**config.mk**
```make
export PLATFORM = sky130hd
export DESIGN_NAME = cdb_channel
export DESIGN_NICKNAME = d
export VERILOG_FILES = /design/src/logic/cdb_pkg.sv /design/src/logic/cdb_channel.sv
export SDC_FILE = /design/constraint.sdc
export NUM_CORES = 1
export LEC_CHECK = 0
export BUFFER_PORTS_ARGS = -buffer_cell sky130_fd_sc_hd__buf_2
export CAP_MARGIN = 40
export CORE_MARGIN = 5
export CORE_UTILIZATION = 55
export CTS_BUF_LIST = sky130_fd_sc_hd__clkbuf_4 sky130_fd_sc_hd__clkbuf_8 sky130_fd_sc_hd__clkbuf_16
export CTS_CLUSTER_SIZE = 40
export DETAILED_ROUTE_END_ITERATION = 8
export HOLD_SLACK_MARGIN = 0.1
export PLACE_DENSITY = 0.74
export SETUP_SLACK_MARGIN = 0.5
export SKIP_CTS_REPAIR_TIMING = 1
export SYNTH_ARGS = -nofsm -noshare
export SYNTH_HDL_FRONTEND = slang
export SYNTH_SLANG_ARGS = --single-unit
```
**constraint.sdc**
```tcl
create_clock -name clk -period 6.9 [get_ports clk]
set_input_delay 1.035 -clock clk [delete_from_list [all_inputs] [get_ports clk]]
set_output_delay 1.035 -clock clk [all_outputs]
set_load 0.05 [all_outputs]
```
**src/logic/cdb_pkg.sv**
```systemverilog
// cdb_pkg: constants, field layouts and types for one debounced counter channel.
// assumes a 20 MHz clk; the register port carries 16-bit data words.
`default_nettype none
package cdb_pkg;
    // clock and debounce timing
    localparam int          CLK_PERIOD_PS = 50000;
    localparam longint      DEB_MIN_NS    = 500;
    localparam longint      DEB_MAX_NS    = 25500000;
    localparam int          DEB_MIN_CYC   = int'((DEB_MIN_NS * 1000 + CLK_PERIOD_PS - 1) / CLK_PERIOD_PS);
    localparam int          DEB_MAX_CYC   = int'((DEB_MAX_NS * 1000 + CLK_PERIOD_PS - 1) / CLK_PERIOD_PS);
    localparam int          DEB_STEPS     = 16;
    localparam int          DEB_W         = 20;

    // register indices on the plain port
    localparam logic [3:0]  REG_CTRL      = 4'h0;
    localparam logic [3:0]  REG_DEB       = 4'h1;
    localparam logic [3:0]  REG_CNT_LO    = 4'h2;
    localparam logic [3:0]  REG_CNT_HI    = 4'h3;
    localparam logic [3:0]  REG_SCAN_LO   = 4'h4;
    localparam logic [3:0]  REG_SCAN_HI   = 4'h5;
    localparam logic [15:0] CTRL_RESET    = 16'h0000;
    localparam logic [15:0] DEB_RESET     = 16'h0000;

    // counter modes and debounce modes
    localparam logic [1:0]  MODE_TOTAL    = 2'h0;
    localparam logic [1:0]  MODE_PERIOD   = 2'h1;
    localparam logic [1:0]  MODE_PULSE    = 2'h2;
    localparam logic [1:0]  MODE_TIMING   = 2'h3;
    localparam logic [1:0]  DEB_AFTER     = 2'h0;
    localparam logic [1:0]  DEB_BEFORE    = 2'h1;
    localparam logic [1:0]  DEB_BYPASS    = 2'h2;

    localparam logic [31:0] TOP32         = 32'hFFFFFFFF;
    localparam logic [15:0] TOP16         = 16'hFFFF;
    // divide and period-count ratios, selected by a 2-bit field
    localparam logic [9:0]  RATIO_1       = 10'h001;
    localparam logic [9:0]  RATIO_10      = 10'h00A;
    localparam logic [9:0]  RATIO_100     = 10'h064;
    localparam logic [9:0]  RATIO_1000    = 10'h3E8;

    // control register layout
    typedef struct packed {
        logic       map_latch;
        logic [1:0] other_sel;
        logic       gate_en;
        logic [1:0] gate_sel;
        logic [1:0] periods;
        logic [1:0] tick_sel;
        logic       type32;
        logic       sat;
        logic       clr_on_rd;
        logic [1:0] mode;
    } cdb_ctrl_type;

    // debounce register layout
    typedef struct packed {
        logic       invert;
        logic [1:0] dmode;
        logic [3:0] dtime;
    } cdb_deb_type;

    typedef struct packed {
        logic [3:0]  addr;
        logic [15:0] wdata;
        logic        wr;
        logic        rd;
    } cdb_req_type;

    typedef struct packed {
        logic [31:0] lo_hi;
        logic [15:0] lo;
        logic [15:0] hi;
    } cdb_scan_type;
endpackage
`default_nettype wire

```
**src/logic/cdb_channel.sv**
```systemverilog
// cdb_channel: one counter input channel, inversion, debounce and a four-mode counter.
// assumes ch_pin is asynchronous; map_in, scan strobes and the register port share clk.
//
// Contract
// - reading count low snapshots all 32 bits; high read returns that snapshot
// - totalize adds one per accepted conditioned rising edge into 32 bits
// - low half readable by the scan every clock, well above 8 MHz
// - full count takes two slots, one per half, so half the rate
// - count keeps accumulating; cleared when a new scan starts or by a clear on read
// - without saturation the count wraps at the 32 bit boundary for either type
// - clear on read returns current count then restarts from zero
// - saturating mode holds at FFFF or FFFFFFFF by counter type
// - counter type changes only the saturation point
// - period mode times 1, 10, 100 or 1000 input periods
// - measurements count ticks of clock divided by 1, 10, 100 or 1000
// - period measurement may be gated by another selected channel
// - pulse width counts ticks while input is high, optionally gated
// - timing counts ticks from own edge to next edge on other channel
// - sixteen debounce times from 500 ns to 25.5 ms
// - optional inversion before debounce picks rising or falling sensitivity
// - bypass passes the inverted input straight on, ignoring debounce time
// - stable-first mode changes output after input held new level full time
// - stable-first mode rejects disturbances that never hold for the time
// - edge-first mode follows an edge at once, then blocks until stable
// - scan start resets the counter to zero
// - scan latches count each scan, or a mapped channel edge latches it
//
// The register addresses and the strobed register port were chosen for this implementation.
`default_nettype none
module cdb_channel #(
    parameter int deb_max_cycles = cdb_pkg::DEB_MAX_CYC
) (
    input  wire logic                  clk,
    input  wire logic                  arst_n,
    input  wire logic                  ch_pin,
    input  wire logic [3:0]            map_in,
    input  wire logic                  scan_start,
    input  wire logic                  scan_latch,
    input  wire cdb_pkg::cdb_req_type  req,
    output logic      [15:0]           rdata,
    output cdb_pkg::cdb_scan_type      scan_out,
    output logic                       ch_out
);
    typedef struct packed {
        logic [2:0]                     sync;
        logic                           lvl;
        logic                           cond_prev;
        logic                           dout;
        logic [cdb_pkg::DEB_W-1:0]      stab;
        logic                           s_prev;
        logic [3:0]                     map_prev;
        logic [9:0]                     pre;
        logic [9:0]                     per_n;
        logic                           armed;
        logic [31:0]                    cnt;
        logic [31:0]                    acc;
        logic [31:0]                    snap;
        logic [31:0]                    scan_val;
        logic [15:0]                    rdata;
        cdb_pkg::cdb_ctrl_type          ctrl;
        cdb_pkg::cdb_deb_type           deb;
    } cdb_state_type;

    cdb_state_type st;
    cdb_state_type nx;

    // reset image kept as one constant so the async branch loads constants only
    localparam cdb_state_type ST_RESET = '{
        ctrl:    cdb_pkg::cdb_ctrl_type'(cdb_pkg::CTRL_RESET[14:0]),
        deb:     cdb_pkg::cdb_deb_type'(cdb_pkg::DEB_RESET[6:0]),
        default: '0
    };

    logic [cdb_pkg::DEB_W-1:0] deb_tab [cdb_pkg::DEB_STEPS];

    // debounce times spread evenly from the shortest to the longest setting
    for (genvar i = 0; i < cdb_pkg::DEB_STEPS; i++) begin : g_deb
        localparam longint SPAN = longint'(deb_max_cycles - cdb_pkg::DEB_MIN_CYC);
        localparam longint CYC  = cdb_pkg::DEB_MIN_CYC + SPAN * i / (cdb_pkg::DEB_STEPS - 1);
        assign deb_tab[i] = CYC[cdb_pkg::DEB_W-1:0];
    end

    function automatic logic [31:0] bump(input logic [31:0] v, input logic sat,
                                         input logic t32);
        logic top;
        top = t32 ? (v == cdb_pkg::TOP32) : (v[15:0] == cdb_pkg::TOP16);
        // type only matters while saturating
        if (sat && top) begin
            bump = v;
        end else begin
            bump = v + 32'h1;
        end
    endfunction

    function automatic logic [9:0] ratio(input logic [1:0] sel);
        case (sel)
            2'h0:    ratio = cdb_pkg::RATIO_1;
            2'h1:    ratio = cdb_pkg::RATIO_10;
            2'h2:    ratio = cdb_pkg::RATIO_100;
            default: ratio = cdb_pkg::RATIO_1000;
        endcase
    endfunction

    logic                      cond;
    logic [cdb_pkg::DEB_W-1:0] deb_n;
    logic [cdb_pkg::DEB_W-1:0] stab_n;
    logic                      rise;
    logic                      fall;
    logic                      tick;
    logic                      gate_ok;
    logic                      other_rise;
    logic                      map_rise;
    logic                      rd_lo;
    logic                      rd_clr;
    logic [31:0]               cnt_base;

    always_comb begin
        nx = st;
        // three-stage synchroniser; a level counts once stages two and three agree
        nx.sync = {st.sync[1:0], ch_pin};
        if (st.sync[2] == st.sync[1]) begin
            nx.lvl = st.sync[2];
        end
        cond = st.lvl ^ st.deb.invert;
        nx.cond_prev = cond;

        // stability timer, restarted by any change of the conditioned input
        deb_n = deb_tab[st.deb.dtime];
        if (cond != st.cond_prev) begin
            stab_n = '0;
        end else if (st.stab < deb_n) begin
            stab_n = st.stab + 1'b1;
        end else begin
            stab_n = st.stab;
        end
        nx.stab = stab_n;

        case (st.deb.dmode)
            cdb_pkg::DEB_AFTER: begin
                // short bursts never reach deb_n, so they never pass
                if (cond == st.cond_prev && stab_n >= deb_n) begin
                    nx.dout = cond;
                end
            end
            cdb_pkg::DEB_BEFORE: begin
                // an edge after a quiet spell goes through at once
                if (cond != st.cond_prev && st.stab >= deb_n) begin
                    nx.dout = cond;
                end else if (stab_n >= deb_n) begin
                    nx.dout = cond;
                end
            end
            default: begin
                nx.dout = cond;
            end
        endcase

        // counter module, fed by the registered debounce output
        nx.s_prev   = st.dout;
        nx.map_prev = map_in;
        rise        = st.dout & ~st.s_prev;
        fall        = ~st.dout & st.s_prev;
        other_rise  = map_in[st.ctrl.other_sel] & ~st.map_prev[st.ctrl.other_sel];
        map_rise    = map_in[st.ctrl.gate_sel] & ~st.map_prev[st.ctrl.gate_sel];
        gate_ok     = ~st.ctrl.gate_en | map_in[st.ctrl.gate_sel];

        // tick prescaler
        if (st.pre >= ratio(st.ctrl.tick_sel) - 10'h1) begin
            nx.pre = '0;
            tick   = 1'b1;
        end else begin
            nx.pre = st.pre + 10'h1;
            tick   = 1'b0;
        end

        rd_lo  = req.rd && req.addr == cdb_pkg::REG_CNT_LO;
        rd_clr = rd_lo && st.ctrl.clr_on_rd;
        // a read clear drops the old value but keeps this cycle's event
        cnt_base = rd_clr ? 32'h0 : st.cnt;

        case (st.ctrl.mode)
            cdb_pkg::MODE_TOTAL: begin
                nx.cnt = rise ? bump(cnt_base, st.ctrl.sat, st.ctrl.type32) : cnt_base;
            end
            cdb_pkg::MODE_PERIOD: begin
                nx.cnt = cnt_base;
                if (tick && st.armed && gate_ok) begin
                    nx.acc = bump(st.acc, st.ctrl.sat, st.ctrl.type32);
                end
                if (rise) begin
                    if (!st.armed) begin
                        nx.armed = 1'b1;
                        nx.acc   = '0;
                        nx.per_n = '0;
                    end else if (st.per_n + 10'h1 >= ratio(st.ctrl.periods)) begin
                        nx.cnt   = st.acc;
                        nx.acc   = '0;
                        nx.per_n = '0;
                    end else begin
                        nx.per_n = st.per_n + 10'h1;
                    end
                end
            end
            cdb_pkg::MODE_PULSE: begin
                nx.cnt = cnt_base;
                if (rise) begin
                    nx.acc = '0;
                end else if (st.dout && tick && gate_ok) begin
                    nx.acc = bump(st.acc, st.ctrl.sat, st.ctrl.type32);
                end
                if (fall) begin
                    nx.cnt = st.acc;
                end
            end
            cdb_pkg::MODE_TIMING: begin
                nx.cnt = cnt_base;
                if (st.armed && other_rise) begin
                    nx.cnt   = st.acc;
                    nx.armed = 1'b0;
                end else if (rise) begin
                    nx.armed = 1'b1;
                    nx.acc   = '0;
                end else if (st.armed && tick) begin
                    nx.acc = bump(st.acc, st.ctrl.sat, st.ctrl.type32);
                end
            end
            default: begin
                nx.cnt = cnt_base;
            end
        endcase

        // a new scan clears count, accumulator, arming and period count and wins over counting
        if (scan_start) begin
            nx.cnt   = '0;
            nx.acc   = '0;
            nx.armed = 1'b0;
            nx.per_n = '0;
        end

        // per-scan latch, or the mapped channel's edge instead
        if (st.ctrl.map_latch ? map_rise : scan_latch) begin
            nx.scan_val = st.cnt;
        end

        // register port
        nx.rdata = '0;
        if (req.wr) begin
            case (req.addr)
                cdb_pkg::REG_CTRL: nx.ctrl = cdb_pkg::cdb_ctrl_type'(req.wdata[14:0]);
                cdb_pkg::REG_DEB:  nx.deb  = cdb_pkg::cdb_deb_type'(req.wdata[6:0]);
                default:           nx.ctrl = st.ctrl;
            endcase
        end
        if (req.rd) begin
            case (req.addr)
                cdb_pkg::REG_CTRL:    nx.rdata = {1'b0, st.ctrl};
                cdb_pkg::REG_DEB:     nx.rdata = {9'h0, st.deb};
                cdb_pkg::REG_CNT_LO: begin
                    nx.snap  = st.cnt;
                    nx.rdata = st.cnt[15:0];
                end
                cdb_pkg::REG_CNT_HI:  nx.rdata = st.snap[31:16];
                cdb_pkg::REG_SCAN_LO: nx.rdata = st.scan_val[15:0];
                cdb_pkg::REG_SCAN_HI: nx.rdata = st.scan_val[31:16];
                default:              nx.rdata = '0;
            endcase
        end
    end

    always_ff @(posedge clk or negedge arst_n) begin
        if (!arst_n) begin
            st <= ST_RESET;
        end else begin
            st <= nx;
        end
    end

    // halves are separate outputs of the one scan_val register so the sequencer can take one per slot
    assign rdata          = st.rdata;
    assign scan_out.lo_hi = st.scan_val;
    assign scan_out.lo    = st.scan_val[15:0];
    assign scan_out.hi    = st.scan_val[31:16];
    assign ch_out         = st.dout;
endmodule
`default_nettype wire

```
==> impl_metrics.py, run 1 <==
metrics = {
    "sta": {
        "fin_tns_setup_ps": 0,
        "min_period_over_period_pct": 83.6,
        "skew_ps": 23.7,
        "maxSlewViolCount": 0,
        "period_needed_ps": 5770,
        "worst_slew_pin_slew_ps": 843,
        "whs_ps": 358,
        "grt_setup_unrepaired": "false",
        "fin_ws_ps": 1130,
        "hold_viol": 0,
        "fmax_mhz": 173,
        "setup_violations": 0,
        "relSlewSlack_pct": 43.8,
    },
    "clock_tree": {
        "path_clk_slew_ps": 60,
        "clock_path_buffers": 3,
        "cts_tree": "built",
        "clkLatencyLatePin_ps": 510,
        "cts.sinks": 202,
        "cts-root-buf": "clkbuf_16",
        "cts_inserted_buffers": 23,
        "cts-htree-levels": 1,
    },
    "synthesis": {
        "ys_types": 85,
        "synth_edf_count": 0,
        "synth_top_family_by_area": "compound AO/OA/AOI/OAI gates",
        "ys.flop_type": "dfrtp_1",
        "synth-seq-cells": 202,
        "synth-async-reset-ratio_pct": 100,
        "yosysTopAreaCell": "dfrtp_1",
        "seq_area_frac_synth_pct": 39.4,
        "synth_fa_ha_area_share_pct": 7.09,
        "yosysMostFrequentCell": "dfrtp_1",
        "synthCells": 1355,
        "synthXorXnorAreaFrac_pct": 3.96,
        "synthesis.area_mm2": 0.0128,
        "synthTopCellsByArea": "dfrtp_1 39%, ha_1 7.0%, mux2_2 5.8%, buf_4 4.7%, a21oi_1 3.5%",
        "synthMuxAreaShare_pct": 7.22,
        "synth_top_area_share_pct": 39.4,
        "synth_compound_area_share_pct": 17.7,
        "synth_commonest_cells": "202 x dfrtp_1, 110 x nand2_1, 90 x a21oi_1, 84 x nor2_1, 80 x buf_4",
        "ys.warnings.count": 0,
        "synthSimpleGateAreaFrac_pct": 16.9,
        "avgSynthCellArea_um2": 9.48,
        "synth_nets": 1458,
    },
    "routing": {
        "avgRoutedWirePerCell_um": 20.8,
        "finalWirelength_um": 35400,
        "vias_per_cell": 6.37,
        "num_vias": 10873,
        "drtIter0Drc": 1298,
        "first_pass_iters": 6,
        "postRouteAntennaNets": 0,
        "drc_errors": 0,
    },
    "final_layout": {
        "area_growth_pct": 8.61,
        "drive_above_1_share_pct": 19.1,
        "diodes": 0,
        "final_nets": 1475,
        "final_cell_count_no_fill": 1706,
        "fill_cells": 1970,
    },
    "status": {
        "status": "finished, final reports clean",
    },
    "hold_path": {
        "hold_class": "flip-flop to flip-flop",
        "min_path_cells": 0,
    },
    "setup_path": {
        "path_max_fanout": 23,
        "reg2reg_slack_ps": 1130,
        "end_kind": "flip-flop",
        "reg2regPathDepth": 20,
        "path_class": "flip-flop to flip-flop",
        "start_kind": "flip-flop",
        "required_ps": 7290,
        "cp.arrival_ps": 6160,
    },
    "floorplan": {
        "core_area_mm2": 0.0233,
        "die_width_um": 163,
        "fp.dieH_um": 163,
        "core.rowCount": 56,
        "dieArea_mm2": 0.0265,
        "start_util_pct": 55.2,
        "io_pins": 112,
    },
    "global_routing": {
        "first_global_vias": 10260,
        "grt_max_degree": 66,
        "grt.total_usage_pct": 26.4,
        "grt-ovfl-total": 0,
        "antenna_found_initial": 1,
        "grt_pass1_wl_um": 56700,
    },
    "placed_design": {
        "dp_slack_ps": 923,
        "post-place-cells": 1664,
        "io_buffers": 110,
        "hpwlAfterDp_um": 25800,
        "routabilityCongestion": 0.982,
    },
    "power": {
        "power_mw": 4.04,
        "irDropWorstVdd_mv": 0.230,
        "cellPowerDensity_mw_per_mm2": 290,
        "p_leak_nw": 6.12,
    },
    "flow_run": {
        "cap_violations": 0,
    },
}
[report_power, final]
part           switching (mW)  leakage [nW]  total, mW  internal, mW
sequential              0.202          2.72       1.51          1.31
clock                   0.480         0.380       1.23         0.747
combinational           0.879          3.02       1.30         0.418
total                    1.56          6.12       4.04          2.48
[kinds of logic after synthesis]
| group | count (synthesis) |
|---|---|
| multiplexers | 80 |
| other | 1 |
| buffers and inverters | 180 |
| flip-flops | 202 |
| AO/OA/AOI/OAI | 334 |
| adder cells (fa/ha/maj) | 73 |
| XOR/XNOR | 58 |
| AND/OR/NAND/NOR | 427 |
[stage by stage]
step	util [%]	cell area (um2)
after floorplan	-	12800
after global placement	56.4	13100
after detailed placement	56.6	13200
after CTS	59.9	13900
after global routing	60.0	13900
final	60.0	13900
[final cells by class]
| type | instances | area (um2) | share of cell area [%] |
|---|---|---|---|
| clock buffer | 34 | 671 | 4.81 |
| clock inverter | 6 | 86.3 | 0.619 |
| inverter | 39 | 146 | 1.05 |
| multi-input combinational | 973 | 6840 | 49.0 |
| sequential | 202 | 5050 | 36.2 |
| tap | 319 | 399 | 2.86 |
| timing repair buffer | 133 | 752 | 5.39 |
[registers in the layout, indices dropped and copies added, names as in the netlist]
| signal | count |
|---|---|
| ch_out | 1 |
| nx | 2 |
| rdata | 16 |
| scan_out | 32 |
| st | 151 |
[critical path, stage by stage (launching register included)]
cell and delay, ps:
dfrtp_1 840, inv_1 270, ha_1 350, a22oi_1 310, ha_1 300, nand4_1 130, nor2_1 80, a2111oi_2 440
nand3_1 360, buf_4 280, nor3_1 230, xnor2_1 150, nor2_1 80, ha_1 340, a211oi_1 250, o21ai_0 160
a221o_1 300, a41o_1 220, a32oi_1 250, o221a_1 250, nand2_1 50
[final timing paths]
kind                          from  endpoint
min reg2reg                nx[216]   nx[217]
max in group asynchronous   arst_n   st[184]
max                          st[2]    ch_out
max reg2reg                  st[2]    ch_out
min in group asynchronous   arst_n   st[173]
min                        nx[216]   nx[217]
[layer usage]
layer	vias to the layer above	routed length, um	track usage [%]
li1	5002	-	-
met1	5310	15400	37.8
met2	488	16100	41.4
met3	71	2600	3.87
met4	2	1330	9.00
met5	-	12	0
[placed cells by master (no fill, tap or decap), drive strengths merged, types with 22 or more instances in the layout]
cell	instances
ha	72
nor2	84
nor3	32
inv	38
nand2	110
o21ai	53
o31ai	26
nand3	56
mux2	71
xnor2	37
a21oi	91
a22oi	39
dfrtp	202
nand4	25
or4	22
buf	132
clkbuf	35
(Power assumes the default switching activity.)
==> inputs of run 2 (changes only) <==
PLACE_DENSITY = 0.77   (was 0.74)
clock period = 4.9 ns   (was 6.9 ns; I/O delays follow)
==> impl_metrics.py, run 2 (synthesis gave the netlist of run 1 again) <==
metrics = {
    "floorplan": {
        "die_width_um": 163,
        "start_util_pct": 55.2,
        "fp.dieH_um": 163,
        "io_pins": 112,
        "core_area_mm2": 0.0233,
        "dieArea_mm2": 0.0265,
        "core.rowCount": 56,
    },
    "final_layout": {
        "final_nets": 1498,
        "final_cell_mix": "198 x dfrtp_1, 109 x nand2_1, 109 x buf_2",
        "area_growth_pct": 12.8,
        "drive_above_1_share_pct": 23.4,
        "final_common_cell": "dfrtp_1",
        "regMostFlops": "st",
        "diodes": 0,
        "final_cell_count_no_fill": 1731,
        "fin_util_pct": 62.3,
        "largest_reg_flops": 151,
        "fill_cells": 1904,
    },
    "setup_path": {
        "path_class": "flip-flop to flip-flop",
        "end_kind": "flip-flop",
        "crit_chain": "inv_4 -> ha_4 -> mux2i_1 -> nor2_1 -> a21oi_2 -> ha_4 -> a21oi_2 -> o21ai_2 -> a2111oi_4 -> nand3_2 -> buf_6 -> nor3_4 -> xnor2_1 -> nor2_1 -> ha_1 -> a2111oi_2 -> o21ai_1 -> a221o_1 -> a41o_1 -> a32oi_2 -> o221a_1 -> nand2_1",
        "required_ps": 5300,
        "cp.arrival_ps": 5040,
        "path_max_fanout": 6,
        "start_kind": "flip-flop",
        "critPathTopFamily": "compound AO/OA/AOI/OAI gates",
        "crit_path_max_incr_delay_ps": 460,
        "cp_num_buf_inv": 2,
        "slowest_stage": "dfrtp_2",
    },
    "routing": {
        "postRouteAntennaNets": 0,
        "first_pass_iters": 5,
        "drc_errors": 0,
        "drtIter0Drc": 1213,
        "finalWirelength_um": 36600,
        "avgRoutedWirePerCell_um": 21.1,
        "num_vias": 11038,
        "vias_per_cell": 6.38,
    },
    "sta": {
        "relSlewSlack_pct": 44.2,
        "whs_ps": 321,
        "fin_tns_setup_ps": 0,
        "min_period_over_period_pct": 94.7,
        "skew_ps": 18.1,
        "worst_slew_pin_slew_ps": 837,
        "maxSlewViolCount": 0,
        "setup_violations": 0,
        "fmax_mhz": 215,
        "period_needed_ps": 4640,
        "grt_setup_unrepaired": "true",
        "hold_viol": 0,
        "fin_ws_ps": 258,
    },
    "hold_path": {
        "hold_class": "input port to flip-flop",
    },
    "clock_tree": {
        "clock_path_buffers": 3,
        "cts_inserted_buffers": 24,
        "clkLatencyLatePin_ps": 530,
        "cts.sinks": 202,
        "cts-htree-levels": 1,
        "cts_tree": "built",
        "cts-root-buf": "clkbuf_16",
        "path_clk_slew_ps": 60,
    },
    "global_routing": {
        "grt_pass1_wl_um": 57800,
        "grt-ovfl-total": 0,
        "grt.total_usage_pct": 27.0,
        "grt_max_degree": 92,
        "first_global_vias": 10547,
        "antenna_found_initial": 1,
    },
    "placed_design": {
        "io_buffers": 110,
        "hpwlAfterDp_um": 26300,
        "dp_slack_ps": 120,
        "routabilityCongestion": 0.972,
        "post-place-cells": 1683,
    },
    "power": {
        "p_leak_nw": 6.31,
        "cellPowerDensity_mw_per_mm2": 418,
        "irDropWorstVdd_mv": 0.281,
    },
    "flow_run": {
        "cap_violations": 0,
    },
    "status": {
        "status": "finished, final reports clean",
    },
}
==> run 2: cell types whose count changed in the layout (fill, tap and decap cells not counted), sizes merged <==
cell | before | now
bufinv | 2 | 4
clkinvlp | 1 | 2
dlygate4sd3 | 0 | 1
buf | 132 | 153
clkinv | 4 | 5
clkbuf | 35 | 34
==> run 2: final timing paths <==
path | endpoint | depth (start not counted) | slack [ps] | startpoint
max | ch_out | 22 | 260 | st[1]
min | nx[216] | 1 | 320 | ch_pin
max reg2reg | ch_out | 22 | 260 | st[1]
min reg2reg | nx[217] | 0 | 350 | nx[216]
max in group asynchronous | scan_out[22] | 3 | 3490 | arst_n
min in group asynchronous | st[196] | 2 | 650 | arst_n
==> run 2: through the flow <==
step                      cell area (um2)  power, mW
final                               14500       6.06
after floorplan                     12900       3.51
after detailed placement            13400       4.03
after global placement              13400       3.97
after global routing                14500       6.38
after CTS                           14200       5.97
==> run 2: final cells by class <==
class / instances / area [um2] / area share [%]
tap: 319 / 399 / 2.76
clock inverter: 10 / 155 / 1.07
inverter: 39 / 151 / 1.05
timing repair buffer: 155 / 948 / 6.55
multi-input combinational: 973 / 7060 / 48.7
clock buffer: 33 / 711 / 4.91
sequential: 202 / 5060 / 34.9
==> run 2: report_power, final <==
group          internal, mW  switching, mW
clock                  1.22          0.713
combinational         0.690           1.31
sequential             1.85          0.278
total                  3.76           2.30
==> run 2: per-layer routing <==
metal	part of all wire (%)	global-route usage (%)
met5	0.033	0
met4	2.8	8.54
met3	6.7	3.85
met2	47	43.7
met1	43	37.8
